`config.mk`:
```
export PLATFORM = sky130hd
export DESIGN_NAME = fdo_decoder
export DESIGN_NICKNAME = d
export VERILOG_FILES = /design/src/verilog/fdo_pkg.sv /design/src/verilog/fdo_cost.sv /design/src/verilog/fdo_decoder.sv
export SDC_FILE = /design/constraint.sdc
export NUM_CORES = 1
export LEC_CHECK = 0
export ABC_CLOCK_PERIOD_IN_PS = 3500
export BUFFER_PORTS_ARGS = -buffer_cell sky130_fd_sc_hd__buf_2
export CAP_MARGIN = 20
export CORE_UTILIZATION = 49
export CTS_CLUSTER_SIZE = 24
export DETAILED_ROUTE_END_ITERATION = 12
export GPL_TIMING_DRIVEN = 0
export MAX_ROUTING_LAYER = met4
export PLACE_DENSITY = 0.73
export SYNTH_ARGS = -nofsm -noshare
export SYNTH_HDL_FRONTEND = slang
export SYNTH_SLANG_ARGS = --single-unit
```
`constraint.sdc`:
```
create_clock -name i_clk_sys -period 3.5 [get_ports i_clk_sys]
set_input_delay 0.175 -clock i_clk_sys [delete_from_list [all_inputs] [get_ports i_clk_sys]]
set_output_delay 0.175 -clock i_clk_sys [all_outputs]
set_load 0.01 [all_outputs]
```
`src/verilog/fdo_pkg.sv`:
```
/*
 * Constants for the debug, initialisation and floating-point opcode
 * decoder: register map, field positions, reset values, memory codes,
 * selector codes and cycle counts.
 * Assumes nothing of its surroundings.
 */
`default_nettype none
package fdo_pkg;
	localparam int CYC_W = 6;
	// register byte offsets
	localparam logic [7:0] REG_CTRL = 8'h00;
	localparam logic [7:0] REG_STAT = 8'h04;
	localparam logic [7:0] REG_LAST = 8'h08;
	localparam logic [7:0] REG_DONE = 8'h0C;
	// control register fields
	localparam int CB_BRK = 0;
	localparam int CB_RND = 1;
	localparam int CB_TEN_H = 3;
	localparam int CB_TEN_L = 4;
	localparam int CB_FAULT = 5;
	localparam int CB_MAX = 6;
	// status register fields
	localparam int SB_BUSY = 0;
	localparam int SB_TEST = 1;
	localparam int SB_BADSEL = 2;
	localparam int SB_TRAP = 3;
	// last register fields
	localparam int LB_CYC = 16;
	// rounding modes
	localparam logic [1:0] RND_NEAR = 2'h0;
	localparam logic [1:0] RND_ZERO = 2'h1;
	localparam logic [1:0] RND_POS = 2'h2;
	localparam logic [1:0] RND_NEG = 2'h3;
	// reset values
	localparam logic RST_BRK = 1'b0;
	localparam logic RST_TEN = 1'b0;
	localparam logic RST_FAULT = 1'b0;
	localparam logic RST_MAX = 1'b0;
	// memory codes
	localparam logic [15:0] MC_SAVEH = 16'h23FE;
	localparam logic [15:0] MC_SAVEL = 16'h23FD;
	localparam logic [15:0] MC_STHF = 16'h21F8;
	localparam logic [15:0] MC_STHB = 16'h25F0;
	localparam logic [15:0] MC_STLF = 16'h21FC;
	localparam logic [15:0] MC_STLB = 16'h21F7;
	localparam logic [15:0] MC_MEMSTART = 16'h27FE;
	localparam logic [15:0] MC_JUMP0 = 16'h0000;
	localparam logic [15:0] MC_BRK_CLR = 16'h2BF2;
	localparam logic [15:0] MC_BRK_SET = 16'h2BF3;
	localparam logic [15:0] MC_BRK_TEST = 16'h2BF4;
	localparam logic [15:0] MC_TDIS_H = 16'h27FA;
	localparam logic [15:0] MC_TDIS_L = 16'h27FB;
	localparam logic [15:0] MC_TEN_H = 16'h27FC;
	localparam logic [15:0] MC_TEN_L = 16'h27FD;
	localparam logic [15:0] MC_LD_SN = 16'h28FE;
	localparam logic [15:0] MC_LD_DB = 16'h28FA;
	localparam logic [15:0] MC_LD_SNI = 16'h28F6;
	localparam logic [15:0] MC_LD_DBI = 16'h28F2;
	localparam logic [15:0] MC_LDADD_SN = 16'h2AFA;
	localparam logic [15:0] MC_LDMUL_DB = 16'h2AF8;
	localparam logic [15:0] MC_ST_SN = 16'h28F8;
	localparam logic [15:0] MC_ST_DB = 16'h28F4;
	localparam logic [15:0] MC_ST_I32 = 16'h29FE;
	localparam logic [15:0] MC_ENTRY = 16'h2AFB;
	localparam logic [15:0] MC_TESTERR = 16'h29FC;
	localparam logic [15:0] MC_FINT = 16'h2AF1;
	localparam logic [15:0] MC_FADD = 16'h28F7;
	localparam logic [15:0] MC_FMUL = 16'h28FB;
	localparam logic [15:0] MC_FDIV = 16'h28FC;
	localparam logic [15:0] MC_REMF = 16'h28FF;
	// selector codes
	localparam logic [7:0] SEL_RN = 8'h22;
	localparam logic [7:0] SEL_RZ = 8'h06;
	localparam logic [7:0] SEL_RP = 8'h04;
	localparam logic [7:0] SEL_RM = 8'h05;
	localparam logic [7:0] SEL_ERRSET = 8'h23;
	localparam logic [7:0] SEL_ERRCLR = 8'h9C;
	localparam logic [7:0] SEL_CHK32 = 8'h0E;
	localparam logic [7:0] SEL_CHK64 = 8'h0F;
	localparam logic [7:0] SEL_NORND = 8'h0D;
	localparam logic [7:0] SEL_SQF = 8'h01;
	localparam logic [7:0] SEL_SQS = 8'h02;
	localparam logic [7:0] SEL_SQL = 8'h03;
	// cycle counts, typical (T) and maximum (M)
	localparam logic [5:0] CY_FAST = 6'h01;
	localparam logic [5:0] CY_TEST = 6'h02;
	localparam logic [5:0] CY_SAVEQ = 6'h04;
	localparam logic [5:0] CY_J0 = 6'h03;
	localparam logic [5:0] CY_J0_H = 6'h0B;
	localparam logic [5:0] CY_J0_L = 6'h0D;
	localparam logic [5:0] CY_TEN = 6'h06;
	localparam logic [5:0] CY_LD_SN = 6'h02;
	localparam logic [5:0] CY_LD_DB = 6'h03;
	localparam logic [5:0] CY_LD_SNI = 6'h04;
	localparam logic [5:0] CY_LD_DBI = 6'h06;
	localparam logic [5:0] CY_LDADD_T = 6'h08;
	localparam logic [5:0] CY_LDADD_M = 6'h0B;
	localparam logic [5:0] CY_LDMUL_T = 6'h15;
	localparam logic [5:0] CY_LDMUL_M = 6'h1E;
	localparam logic [5:0] CY_ST_SN = 6'h02;
	localparam logic [5:0] CY_ST_DB = 6'h03;
	localparam logic [5:0] CY_ST_I32 = 6'h04;
	localparam logic [5:0] CY_CHK_T = 6'h03;
	localparam logic [5:0] CY_CHK_M = 6'h04;
	localparam logic [5:0] CY_NORND = 6'h02;
	localparam logic [5:0] CY_FINT_T = 6'h05;
	localparam logic [5:0] CY_FINT_M = 6'h06;
	localparam logic [5:0] CY_ADD_T = 6'h06;
	localparam logic [5:0] CY_ADD_M = 6'h09;
	localparam logic [5:0] CY_MULS_T = 6'h0B;
	localparam logic [5:0] CY_MULS_M = 6'h12;
	localparam logic [5:0] CY_MULD_T = 6'h12;
	localparam logic [5:0] CY_MULD_M = 6'h1B;
	localparam logic [5:0] CY_DIVS_T = 6'h10;
	localparam logic [5:0] CY_DIVS_M = 6'h1C;
	localparam logic [5:0] CY_DIVD_T = 6'h1F;
	localparam logic [5:0] CY_DIVD_M = 6'h2B;
	localparam logic [5:0] CY_REM_T = 6'h24;
	localparam logic [5:0] CY_REM_M = 6'h2E;
	localparam logic [5:0] CY_SQF_T = 6'h1B;
	localparam logic [5:0] CY_SQF_M = 6'h1D;
	localparam logic [5:0] CY_SQS = 6'h2A;
	localparam logic [5:0] CY_SQL_T = 6'h08;
	localparam logic [5:0] CY_SQL_M = 6'h09;
	// side effect carried out when an instruction completes
	typedef enum logic [3:0] {
		ACT_NONE, ACT_BRK_CLR, ACT_BRK_SET, ACT_BRK_TEST,
		ACT_TDIS_H, ACT_TDIS_L, ACT_TEN_H, ACT_TEN_L,
		ACT_RND_N, ACT_RND_Z, ACT_RND_P, ACT_RND_M,
		ACT_ERR_SET, ACT_ERR_CLR, ACT_ERR_TEST, ACT_J0
	} fdo_act_e;
endpackage
`default_nettype wire
```
`src/verilog/fdo_cost.sv`:
```
/*
 * Combinational opcode table: memory code and selector to action,
 * recognition and cycle count.
 * Assumes code and selector taken unregistered from the decoder top's ports.
 */
`timescale 1ns/1ps
`default_nettype none
module fdo_cost (
	input wire logic [15:0] i_code,
	input wire logic [7:0] i_sel,
	input wire logic i_dbl,
	input wire logic i_low_pri,
	input wire logic i_brk_en,
	input wire logic i_use_max,
	output logic o_known,
	output fdo_pkg::fdo_act_e o_act,
	output logic [5:0] o_cycles
);
	// entry layout: known, action, typical, maximum
	function automatic logic [16:0] ent(input logic [3:0] a, input logic [5:0] t,
		input logic [5:0] m);
		ent = {1'b1, a, t, m};
	endfunction
	localparam logic [16:0] NONE = 17'h00000;
	logic [16:0] e;
	logic [16:0] s;
	logic [5:0] t_sum;
	logic [5:0] m_sum;
	always_comb begin
		unique case (i_sel)
		fdo_pkg::SEL_RN: s = ent(fdo_pkg::ACT_RND_N, fdo_pkg::CY_FAST, fdo_pkg::CY_FAST);
		fdo_pkg::SEL_RZ: s = ent(fdo_pkg::ACT_RND_Z, fdo_pkg::CY_FAST, fdo_pkg::CY_FAST);
		fdo_pkg::SEL_RP: s = ent(fdo_pkg::ACT_RND_P, fdo_pkg::CY_FAST, fdo_pkg::CY_FAST);
		fdo_pkg::SEL_RM: s = ent(fdo_pkg::ACT_RND_M, fdo_pkg::CY_FAST, fdo_pkg::CY_FAST);
		fdo_pkg::SEL_ERRSET: s = ent(fdo_pkg::ACT_ERR_SET, fdo_pkg::CY_FAST, fdo_pkg::CY_FAST);
		fdo_pkg::SEL_ERRCLR: s = ent(fdo_pkg::ACT_ERR_CLR, fdo_pkg::CY_FAST, fdo_pkg::CY_FAST);
		fdo_pkg::SEL_CHK32,
		fdo_pkg::SEL_CHK64: s = ent(fdo_pkg::ACT_NONE, fdo_pkg::CY_CHK_T, fdo_pkg::CY_CHK_M);
		fdo_pkg::SEL_NORND: s = ent(fdo_pkg::ACT_NONE, fdo_pkg::CY_NORND, fdo_pkg::CY_NORND);
		fdo_pkg::SEL_SQF: s = ent(fdo_pkg::ACT_NONE, fdo_pkg::CY_SQF_T, fdo_pkg::CY_SQF_M);
		fdo_pkg::SEL_SQS: s = ent(fdo_pkg::ACT_NONE, fdo_pkg::CY_SQS, fdo_pkg::CY_SQS);
		fdo_pkg::SEL_SQL: s = ent(fdo_pkg::ACT_NONE, fdo_pkg::CY_SQL_T, fdo_pkg::CY_SQL_M);
		default: s = NONE;
		endcase
	end
	// selector sequence costs the entry dispatch plus the selected operation
	assign t_sum = fdo_pkg::CY_FAST + s[11:6];
	assign m_sum = fdo_pkg::CY_FAST + s[5:0];
	always_comb begin
		unique case (i_code)
		fdo_pkg::MC_SAVEH,
		fdo_pkg::MC_SAVEL: e = ent(fdo_pkg::ACT_NONE, fdo_pkg::CY_SAVEQ, fdo_pkg::CY_SAVEQ);
		fdo_pkg::MC_STHF, fdo_pkg::MC_STHB, fdo_pkg::MC_STLF,
		fdo_pkg::MC_STLB: e = ent(fdo_pkg::ACT_NONE, fdo_pkg::CY_FAST, fdo_pkg::CY_FAST);
		fdo_pkg::MC_MEMSTART: e = ent(fdo_pkg::ACT_NONE, fdo_pkg::CY_FAST, fdo_pkg::CY_FAST);
		fdo_pkg::MC_JUMP0: e = !i_brk_en ? ent(fdo_pkg::ACT_J0, fdo_pkg::CY_J0, fdo_pkg::CY_J0) :
			i_low_pri ? ent(fdo_pkg::ACT_J0, fdo_pkg::CY_J0_L, fdo_pkg::CY_J0_L) :
			ent(fdo_pkg::ACT_J0, fdo_pkg::CY_J0_H, fdo_pkg::CY_J0_H);
		fdo_pkg::MC_BRK_CLR: e = ent(fdo_pkg::ACT_BRK_CLR, fdo_pkg::CY_FAST, fdo_pkg::CY_FAST);
		fdo_pkg::MC_BRK_SET: e = ent(fdo_pkg::ACT_BRK_SET, fdo_pkg::CY_FAST, fdo_pkg::CY_FAST);
		fdo_pkg::MC_BRK_TEST: e = ent(fdo_pkg::ACT_BRK_TEST, fdo_pkg::CY_TEST, fdo_pkg::CY_TEST);
		fdo_pkg::MC_TDIS_H: e = ent(fdo_pkg::ACT_TDIS_H, fdo_pkg::CY_FAST, fdo_pkg::CY_FAST);
		fdo_pkg::MC_TDIS_L: e = ent(fdo_pkg::ACT_TDIS_L, fdo_pkg::CY_FAST, fdo_pkg::CY_FAST);
		fdo_pkg::MC_TEN_H: e = ent(fdo_pkg::ACT_TEN_H, fdo_pkg::CY_TEN, fdo_pkg::CY_TEN);
		fdo_pkg::MC_TEN_L: e = ent(fdo_pkg::ACT_TEN_L, fdo_pkg::CY_TEN, fdo_pkg::CY_TEN);
		fdo_pkg::MC_LD_SN: e = ent(fdo_pkg::ACT_NONE, fdo_pkg::CY_LD_SN, fdo_pkg::CY_LD_SN);
		fdo_pkg::MC_LD_DB: e = ent(fdo_pkg::ACT_NONE, fdo_pkg::CY_LD_DB, fdo_pkg::CY_LD_DB);
		fdo_pkg::MC_LD_SNI: e = ent(fdo_pkg::ACT_NONE, fdo_pkg::CY_LD_SNI, fdo_pkg::CY_LD_SNI);
		fdo_pkg::MC_LD_DBI: e = ent(fdo_pkg::ACT_NONE, fdo_pkg::CY_LD_DBI, fdo_pkg::CY_LD_DBI);
		fdo_pkg::MC_LDADD_SN: e = ent(fdo_pkg::ACT_NONE, fdo_pkg::CY_LDADD_T, fdo_pkg::CY_LDADD_M);
		fdo_pkg::MC_LDMUL_DB: e = ent(fdo_pkg::ACT_NONE, fdo_pkg::CY_LDMUL_T, fdo_pkg::CY_LDMUL_M);
		fdo_pkg::MC_ST_SN: e = ent(fdo_pkg::ACT_NONE, fdo_pkg::CY_ST_SN, fdo_pkg::CY_ST_SN);
		fdo_pkg::MC_ST_DB: e = ent(fdo_pkg::ACT_NONE, fdo_pkg::CY_ST_DB, fdo_pkg::CY_ST_DB);
		fdo_pkg::MC_ST_I32: e = ent(fdo_pkg::ACT_NONE, fdo_pkg::CY_ST_I32, fdo_pkg::CY_ST_I32);
		fdo_pkg::MC_ENTRY: e = {s[16:12], t_sum, m_sum};
		fdo_pkg::MC_TESTERR: e = ent(fdo_pkg::ACT_ERR_TEST, fdo_pkg::CY_TEST, fdo_pkg::CY_TEST);
		fdo_pkg::MC_FINT: e = ent(fdo_pkg::ACT_NONE, fdo_pkg::CY_FINT_T, fdo_pkg::CY_FINT_M);
		fdo_pkg::MC_FADD: e = ent(fdo_pkg::ACT_NONE, fdo_pkg::CY_ADD_T, fdo_pkg::CY_ADD_M);
		fdo_pkg::MC_FMUL: e = i_dbl ? ent(fdo_pkg::ACT_NONE, fdo_pkg::CY_MULD_T, fdo_pkg::CY_MULD_M) :
			ent(fdo_pkg::ACT_NONE, fdo_pkg::CY_MULS_T, fdo_pkg::CY_MULS_M);
		fdo_pkg::MC_FDIV: e = i_dbl ? ent(fdo_pkg::ACT_NONE, fdo_pkg::CY_DIVD_T, fdo_pkg::CY_DIVD_M) :
			ent(fdo_pkg::ACT_NONE, fdo_pkg::CY_DIVS_T, fdo_pkg::CY_DIVS_M);
		fdo_pkg::MC_REMF: e = ent(fdo_pkg::ACT_NONE, fdo_pkg::CY_REM_T, fdo_pkg::CY_REM_M);
		default: e = NONE;
		endcase
	end
	assign o_known = e[16];
	assign o_act = fdo_pkg::fdo_act_e'(e[15:12]);
	// unknown codes still retire in one cycle
	assign o_cycles = !e[16] ? fdo_pkg::CY_FAST : i_use_max ? e[5:0] : e[11:6];
endmodule
`default_nettype wire

```
`src/verilog/fdo_decoder.sv`:
```
/*
 * Opcode decoder and cycle-timing model for the debugger-support,
 * processor-initialisation and floating-point instruction groups, with
 * an APB register slave.
 * Assumes instructions arrive from logic on i_clk_sys, one at a time,
 * accepted while o_ins_ready is high; the APB master follows APB rules.
 */
// Design decisions made here: the register addresses and the APB register port.
`timescale 1ns/1ps
`default_nettype none
module fdo_decoder #(
	parameter int DONE_W = 16
) (
	input wire logic i_clk_sys,
	input wire logic i_rst_n,
	input wire logic i_ce,
	input wire logic i_ins_valid,
	input wire logic [15:0] i_ins_code,
	input wire logic [7:0] i_sel_a,
	input wire logic i_dbl,
	input wire logic i_low_pri,
	input wire logic i_fp_fault,
	output logic o_ins_ready,
	output logic o_done,
	output logic o_trap,
	output logic [1:0] o_round_mode,
	output logic o_tmr_en_h,
	output logic o_tmr_en_l,
	output logic o_float_fault_flag,
	output logic o_test_bit,
	input wire logic i_psel,
	input wire logic i_penable,
	input wire logic i_pwrite,
	input wire logic [7:0] i_paddr,
	input wire logic [31:0] i_pwdata,
	output logic [31:0] o_prdata,
	output logic o_pready,
	output logic o_pslverr
);
	if (DONE_W < 1 || DONE_W > 32) begin : g_bad_width
		$error("DONE_W must lie between 1 and 32");
	end

	typedef enum logic {ST_IDLE, ST_RUN} fdo_state_e;

	// reset synchroniser
	logic rst_q1;
	logic rst_q2;
	wire rst_n_s = rst_q2;
	always_ff @(posedge i_clk_sys or negedge i_rst_n) begin
		if (!i_rst_n) begin
			rst_q1 <= 1'b0;
			rst_q2 <= 1'b0;
		end else begin
			rst_q1 <= 1'b1;
			rst_q2 <= rst_q1;
		end
	end

	// state
	fdo_state_e state;
	logic [fdo_pkg::CYC_W-1:0] count;
	fdo_pkg::fdo_act_e act_q;
	logic known_q;
	logic brk_q;
	logic [15:0] code_q;
	logic [fdo_pkg::CYC_W-1:0] cyc_q;
	logic brk_en;
	logic [1:0] rnd;
	logic ten_h;
	logic ten_l;
	logic fault;
	logic use_max;
	logic test_bit;
	logic bad_sel;
	logic trap_seen;
	logic ready;
	logic done;
	logic trap;
	logic [DONE_W-1:0] done_cnt;
	logic pready;
	logic pslverr;
	logic [31:0] prdata;

	// table lookup
	logic c_known;
	fdo_pkg::fdo_act_e c_act;
	logic [5:0] c_cycles;
	fdo_cost u_cost (
		.i_code(i_ins_code),
		.i_sel(i_sel_a),
		.i_dbl(i_dbl),
		.i_low_pri(i_low_pri),
		.i_brk_en(brk_en),
		.i_use_max(use_max),
		.o_known(c_known),
		.o_act(c_act),
		.o_cycles(c_cycles)
	);

	// sequencing
	wire take = (state == ST_IDLE) && i_ins_valid;
	wire fin = (state == ST_RUN) && (count == fdo_pkg::CY_FAST);
	wire fin_act_n = fin && known_q;
	wire a_brk_clr = fin_act_n && (act_q == fdo_pkg::ACT_BRK_CLR);
	wire a_brk_set = fin_act_n && (act_q == fdo_pkg::ACT_BRK_SET);
	wire a_brk_test = fin_act_n && (act_q == fdo_pkg::ACT_BRK_TEST);
	wire a_tdis_h = fin_act_n && (act_q == fdo_pkg::ACT_TDIS_H);
	wire a_tdis_l = fin_act_n && (act_q == fdo_pkg::ACT_TDIS_L);
	wire a_ten_h = fin_act_n && (act_q == fdo_pkg::ACT_TEN_H);
	wire a_ten_l = fin_act_n && (act_q == fdo_pkg::ACT_TEN_L);
	wire a_rnd_n = fin_act_n && (act_q == fdo_pkg::ACT_RND_N);
	wire a_rnd_z = fin_act_n && (act_q == fdo_pkg::ACT_RND_Z);
	wire a_rnd_p = fin_act_n && (act_q == fdo_pkg::ACT_RND_P);
	wire a_rnd_m = fin_act_n && (act_q == fdo_pkg::ACT_RND_M);
	wire a_err_set = fin_act_n && (act_q == fdo_pkg::ACT_ERR_SET);
	wire a_err_clr = fin_act_n && (act_q == fdo_pkg::ACT_ERR_CLR);
	wire a_err_test = fin_act_n && (act_q == fdo_pkg::ACT_ERR_TEST);
	wire a_j0 = fin_act_n && (act_q == fdo_pkg::ACT_J0);
	wire a_bad = fin && !known_q && (code_q == fdo_pkg::MC_ENTRY);

	// APB decode
	wire apb_acc = i_psel && i_penable;
	wire apb_first = apb_acc && !pready;
	wire apb_wr = apb_acc && pready && i_pwrite;
	wire hit_ctrl = (i_paddr == fdo_pkg::REG_CTRL);
	wire hit_stat = (i_paddr == fdo_pkg::REG_STAT);
	wire hit_last = (i_paddr == fdo_pkg::REG_LAST);
	wire hit_done = (i_paddr == fdo_pkg::REG_DONE);
	wire hit = hit_ctrl || hit_stat || hit_last || hit_done;
	wire wr_ctrl = apb_wr && hit_ctrl;
	wire wr_stat = apb_wr && hit_stat;
	wire wr_done = apb_wr && hit_done;

	wire [31:0] rd_ctrl = {25'h0000000, use_max, fault, ten_l, ten_h, rnd, brk_en};
	wire [31:0] rd_stat = {28'h0000000, trap_seen, bad_sel, test_bit, state == ST_RUN};
	wire [31:0] rd_last = {10'h000, cyc_q, code_q};
	wire [31:0] rd_done = 32'(done_cnt);
	wire [31:0] rd_mux = hit_ctrl ? rd_ctrl :
		hit_stat ? rd_stat :
		hit_last ? rd_last :
		hit_done ? rd_done : 32'h00000000;

	// completion effects take priority over software writes
	wire next_brk_en = a_brk_set ? 1'b1 :
		a_brk_clr ? 1'b0 :
		wr_ctrl ? i_pwdata[fdo_pkg::CB_BRK] : brk_en;
	wire next_ten_h = a_ten_h ? 1'b1 :
		a_tdis_h ? 1'b0 :
		wr_ctrl ? i_pwdata[fdo_pkg::CB_TEN_H] : ten_h;
	wire next_ten_l = a_ten_l ? 1'b1 :
		a_tdis_l ? 1'b0 :
		wr_ctrl ? i_pwdata[fdo_pkg::CB_TEN_L] : ten_l;
	// unknown selectors carry ACT_NONE, so rounding holds
	wire [1:0] next_rnd = a_rnd_n ? fdo_pkg::RND_NEAR :
		a_rnd_z ? fdo_pkg::RND_ZERO :
		a_rnd_p ? fdo_pkg::RND_POS :
		a_rnd_m ? fdo_pkg::RND_NEG :
		wr_ctrl ? i_pwdata[fdo_pkg::CB_RND +: 2] : rnd;
	// a fault event from the datapath wins over any clear
	wire next_fault = (i_fp_fault || a_err_set) ? 1'b1 :
		(a_err_clr || a_err_test) ? 1'b0 :
		wr_ctrl ? i_pwdata[fdo_pkg::CB_FAULT] : fault;
	wire next_use_max = wr_ctrl ? i_pwdata[fdo_pkg::CB_MAX] : use_max;
	wire next_test_bit = a_brk_test ? brk_en :
		a_err_test ? !fault : test_bit;
	wire next_bad_sel = a_bad ? 1'b1 :
		(wr_stat && i_pwdata[fdo_pkg::SB_BADSEL]) ? 1'b0 : bad_sel;
	wire next_trap = a_j0 && brk_q;
	wire next_trap_seen = next_trap ? 1'b1 :
		(wr_stat && i_pwdata[fdo_pkg::SB_TRAP]) ? 1'b0 : trap_seen;
	wire [DONE_W-1:0] next_done_cnt = fin ? done_cnt + DONE_W'(1) :
		wr_done ? DONE_W'(0) : done_cnt;
	wire [fdo_pkg::CYC_W-1:0] next_count = take ? c_cycles :
		(state == ST_RUN) ? count - fdo_pkg::CY_FAST : count;

	// instruction sequencer
	always_ff @(posedge i_clk_sys or negedge rst_n_s) begin
		if (!rst_n_s) begin
			state <= ST_IDLE;
			count <= '0;
			act_q <= fdo_pkg::ACT_NONE;
			known_q <= 1'b0;
			brk_q <= 1'b0;
			ready <= 1'b0;
			done <= 1'b0;
		end else if (i_ce) begin
			count <= next_count;
			done <= fin;
			unique case (state)
			ST_IDLE: begin
				ready <= !i_ins_valid;
				if (take) begin
					state <= ST_RUN;
					act_q <= c_act;
					known_q <= c_known;
					brk_q <= brk_en;
				end
			end
			ST_RUN: begin
				if (fin) begin
					state <= ST_IDLE;
					ready <= 1'b1;
				end
			end
			endcase
		end
	end

	// record of the instruction in flight
	always_ff @(posedge i_clk_sys or negedge rst_n_s) begin
		if (!rst_n_s) begin
			code_q <= 16'h0000;
			cyc_q <= '0;
		end else if (i_ce && take) begin
			code_q <= i_ins_code;
			cyc_q <= c_cycles;
		end
	end

	// architectural flags
	always_ff @(posedge i_clk_sys or negedge rst_n_s) begin
		if (!rst_n_s) begin
			brk_en <= fdo_pkg::RST_BRK;
			rnd <= fdo_pkg::RND_NEAR;
			ten_h <= fdo_pkg::RST_TEN;
			ten_l <= fdo_pkg::RST_TEN;
			fault <= fdo_pkg::RST_FAULT;
			use_max <= fdo_pkg::RST_MAX;
		end else if (i_ce) begin
			brk_en <= next_brk_en;
			rnd <= next_rnd;
			ten_h <= next_ten_h;
			ten_l <= next_ten_l;
			fault <= next_fault;
			use_max <= next_use_max;
		end
	end

	// status and counters
	always_ff @(posedge i_clk_sys or negedge rst_n_s) begin
		if (!rst_n_s) begin
			test_bit <= 1'b0;
			bad_sel <= 1'b0;
			trap <= 1'b0;
			trap_seen <= 1'b0;
			done_cnt <= '0;
		end else if (i_ce) begin
			test_bit <= next_test_bit;
			bad_sel <= next_bad_sel;
			trap <= next_trap;
			trap_seen <= next_trap_seen;
			done_cnt <= next_done_cnt;
		end
	end

	// APB slave: one wait state on every access
	always_ff @(posedge i_clk_sys or negedge rst_n_s) begin
		if (!rst_n_s) begin
			pready <= 1'b0;
			pslverr <= 1'b0;
			prdata <= 32'h00000000;
		end else if (i_ce) begin
			pready <= apb_first;
			pslverr <= apb_first && !hit;
			prdata <= (apb_first && !i_pwrite) ? rd_mux : 32'h00000000;
		end
	end

	assign o_ins_ready = ready;
	assign o_done = done;
	assign o_trap = trap;
	assign o_round_mode = rnd;
	assign o_tmr_en_h = ten_h;
	assign o_tmr_en_l = ten_l;
	assign o_float_fault_flag = fault;
	assign o_test_bit = test_bit;
	assign o_prdata = prdata;
	assign o_pready = pready;
	assign o_pslverr = pslverr;
endmodule
`default_nettype wire

```
==> qor.yml <==
switching_share_pct: 34.0
post_cts_buffers: 0
hold_viol_final: 0
drt_first_pass_iters: 9
design_area_um2: 6240
grt_start_max_net_pins: 57
cts.reportedPaths.clkPinSlew_ps: 90
synth-edff-count: 0
dieArea_um2: 11500
synth_area_um2: 5440
drt_iter0_drc: 456
hp-class: "input port to register"
hpwl_um: 11800
synth-xor-area-share_pct: 1.29
fmax_mhz: 389
netlist_instances: 649
cellPowerDensity_nw_per_um2: 438
final_layout_size_suffix_gt1_share_pct: 15.6
violations: "design-rule violations"
cp.required_ps: 3750
grt_usage_pct: 28.3
grt_pass1_vias: 5074
io_pins: 117
holdPathEnd: "use_max"
yosysSeqAreaShare_pct: 41.4
end_kind: "register"
postSynth.asyncResetShare_pct: 100
worst_slew_pin_slew_ps: 880
cts_made_buffers: 9
stdcell_count: 890
synth_fa_ha_area_share_pct: 1.15
max_slew_margin_pct: 40.9
io_buffers: 76
gp_congestion: 0.935
cts_buffer_depth: 2
holdWs_ps: 48.7
critical_path_class: "register to register"
reg2reg_slack_ps: 930
die_w_um: 107
yosysWarnings: 0
cp-start-kind: "register"
routed_wl_um: 15500
nNetsFinal: 826
r2r-end: "o_test_bit"
grt_pass1_wl_um: 24800
fillers: 973
min_period_over_period_pct: 73.5
maxSlewViolCount: 0
fin_ws_ps: 927
seq_power_share_pct: 50.7
intPower_mw: 1.81
p_comb_share_pct: 24.9
ys_types: 66
synth_mux_area_share_pct: 2.62
placed_area_um2: 6060
p_sw_mw: 0.929
rsz0062_at_grt: "false"
clkSinkCount: 90
antenna_found_initial: 0
peakVddDrop_v: 0.000175
setup_viol: 0
finish.utilization_pct: 57.6
num_vias: 5360
die_h_um: 107
dp.cells: 875
finClkSkew_ps: 10.7
drc: 2
hp-start: "i_pwdata[6]"
wire_per_inst_um: 17.4
maxCapViolations: 0
synth_compound_area_share_pct: 19.7
clock_latency_ps: 350
syn_to_final_growth_pct: 14.8
num_antenna_cells: 0
cts_max_level: 3
r2r-start: "count[2]"
grt_overflow: 0
power_leakage_nw: 2.89
pwr-share-clk_pct: 24.4
design.core.area_um2: 10800
cts-resized-gates: 0
tns_ps: 0
synth-simple-area-share_pct: 28.9
crit_arrival_ps: 2820
crit_fanout: 5
start_util_pct: 50.2
pre_cts_ws_ps: 765
placement_rows: 38
status: "finished with violations"
r2r_cells: 7
synth_top_flop_cell: "dfrtp_1"
synth-seq-cells: 90
cts_root_buf: "clkbuf_8"
min_path_cells: 2
viasPerCell: 6.02
fin_total_pwr_mw: 2.74
ant_nets: 0
fin_crit_ps: 2570
cts_tree: "done"
synth_area_per_cell_um2: 8.38
synth_top_family_by_area: "simple AND/OR/NAND/NOR gates"
==> sequential cells by signal (all words and copies together) (netlist names), 2 cells and up <==
signal,flops
act_q,4
code_q,16
count,6
cyc_q,6
done_cnt,16
o_prdata,22
o_round_mode,2
==> routing by layer <==
| metal | vias up | track usage, % | wire [um] | share of wire (%) |
|---|---|---|---|---|
| met3 | 45 | 4.18 | 994 | 6.4 |
| li1 | 2546 | - | - | - |
| met2 | 238 | 45.1 | 7220 | 47 |
| met5 | - | - | 0 | 0 |
| met4 | 0 | 14.6 | 614 | 4.0 |
| met1 | 2531 | 35.2 | 6660 | 43 |
==> synthesized netlist by cell type, types with 12 or more instances <==
cell type	count	area, um^2
nand4_1	16	100
a21oi_1	31	155
clkbuf_1	27	101
nand3_1	26	130
mux2i_1	12	120
dfrtp_1	90	2250
o21ai_0	51	255
a22o_1	15	131
nor2_1	47	176
nor3_1	21	105
nand2_1	112	420
nor4_1	12	75.1
inv_1	15	56.3
==> cell families (layout without fill, tap and decap cells) <==
logic type / after synthesis / after routing
DFF: 90 / 90
and+or+nand+nor: 310 / 310
muxes: 14 / 14
other: 2 / 11
adders and majority gates: 5 / 5
buffers and inverters: 59 / 151
AOI/OAI and AO/OA: 161 / 161
xor gates and xnor gates: 8 / 8
==> timing repair <==
action,CTS,global route
setup endpoints to repair,0,0
hold buffers,1,0
hold endpoints to repair,2,0
==> worst max path at each step <==
stage / start / endpoint / slack (ps)
CTS: count[2] / o_test_bit / 980
finish: count[2] / o_test_bit / 930
detailed placement: i_sel_a[5] / cyc_q[1] / 770
global placement: rst_n_s / o_prdata[18] / -150
global route: count[2] / o_test_bit / 680
floorplan: rst_n_s / act_q[0] / 810
==> cell usage in the layout (no fill, tap or decap), types with 16 or more instances in the layout <==
| master | netlist | routed |
|---|---|---|
| nand2_1 | 112 | 112 |
| dfrtp_1 | 90 | 89 |
| buf_2 | 2 | 78 |
| o21ai_0 | 51 | 51 |
| nor2_1 | 47 | 47 |
| a21oi_1 | 31 | 31 |
| clkbuf_1 | 27 | 29 |
| nand3_1 | 26 | 26 |
| nor3_1 | 21 | 21 |
| nand4_1 | 16 | 16 |
==> final cells by class <==
| cell class | count | area, um^2 | share of cell area, % |
|---|---|---|---|
| Multi-Input combinational cell | 509 | 2960 | 47.4 |
| Sequential cell | 90 | 2260 | 36.1 |
| Timing Repair Buffer | 78 | 418 | 6.69 |
| Buffer | 43 | 201 | 3.23 |
| Tap cell | 140 | 175 | 2.81 |
| Clock buffer | 11 | 131 | 2.10 |
| Inverter | 16 | 60.1 | 0.962 |
| Clock inverter | 3 | 43.8 | 0.701 |
==> power by group through the flow <==
stage / sequential, mW / clock [mW] / combinational, mW
4_1_cts: 1.38 / 0.680 / 0.675
3_3_place_gp: 1.40 / 0 / 0.633
6_report: 1.39 / 0.668 / 0.681
5_1_grt: 1.41 / 0.719 / 0.770
3_5_place_dp: 1.40 / 0 / 0.671
2_1_floorplan: 1.36 / 0 / 0.475
==> critical path, cell delays in order (launching register included) <==
cell and delay (ps):
dfrtp_1 430, nor2_1 260, nand4_1 280, nor4b_1 660, nand2_1 170, o21a_1 140, nor3_1 180, mux2_2 360
Note: power is estimated with default switching activity, not from simulation.
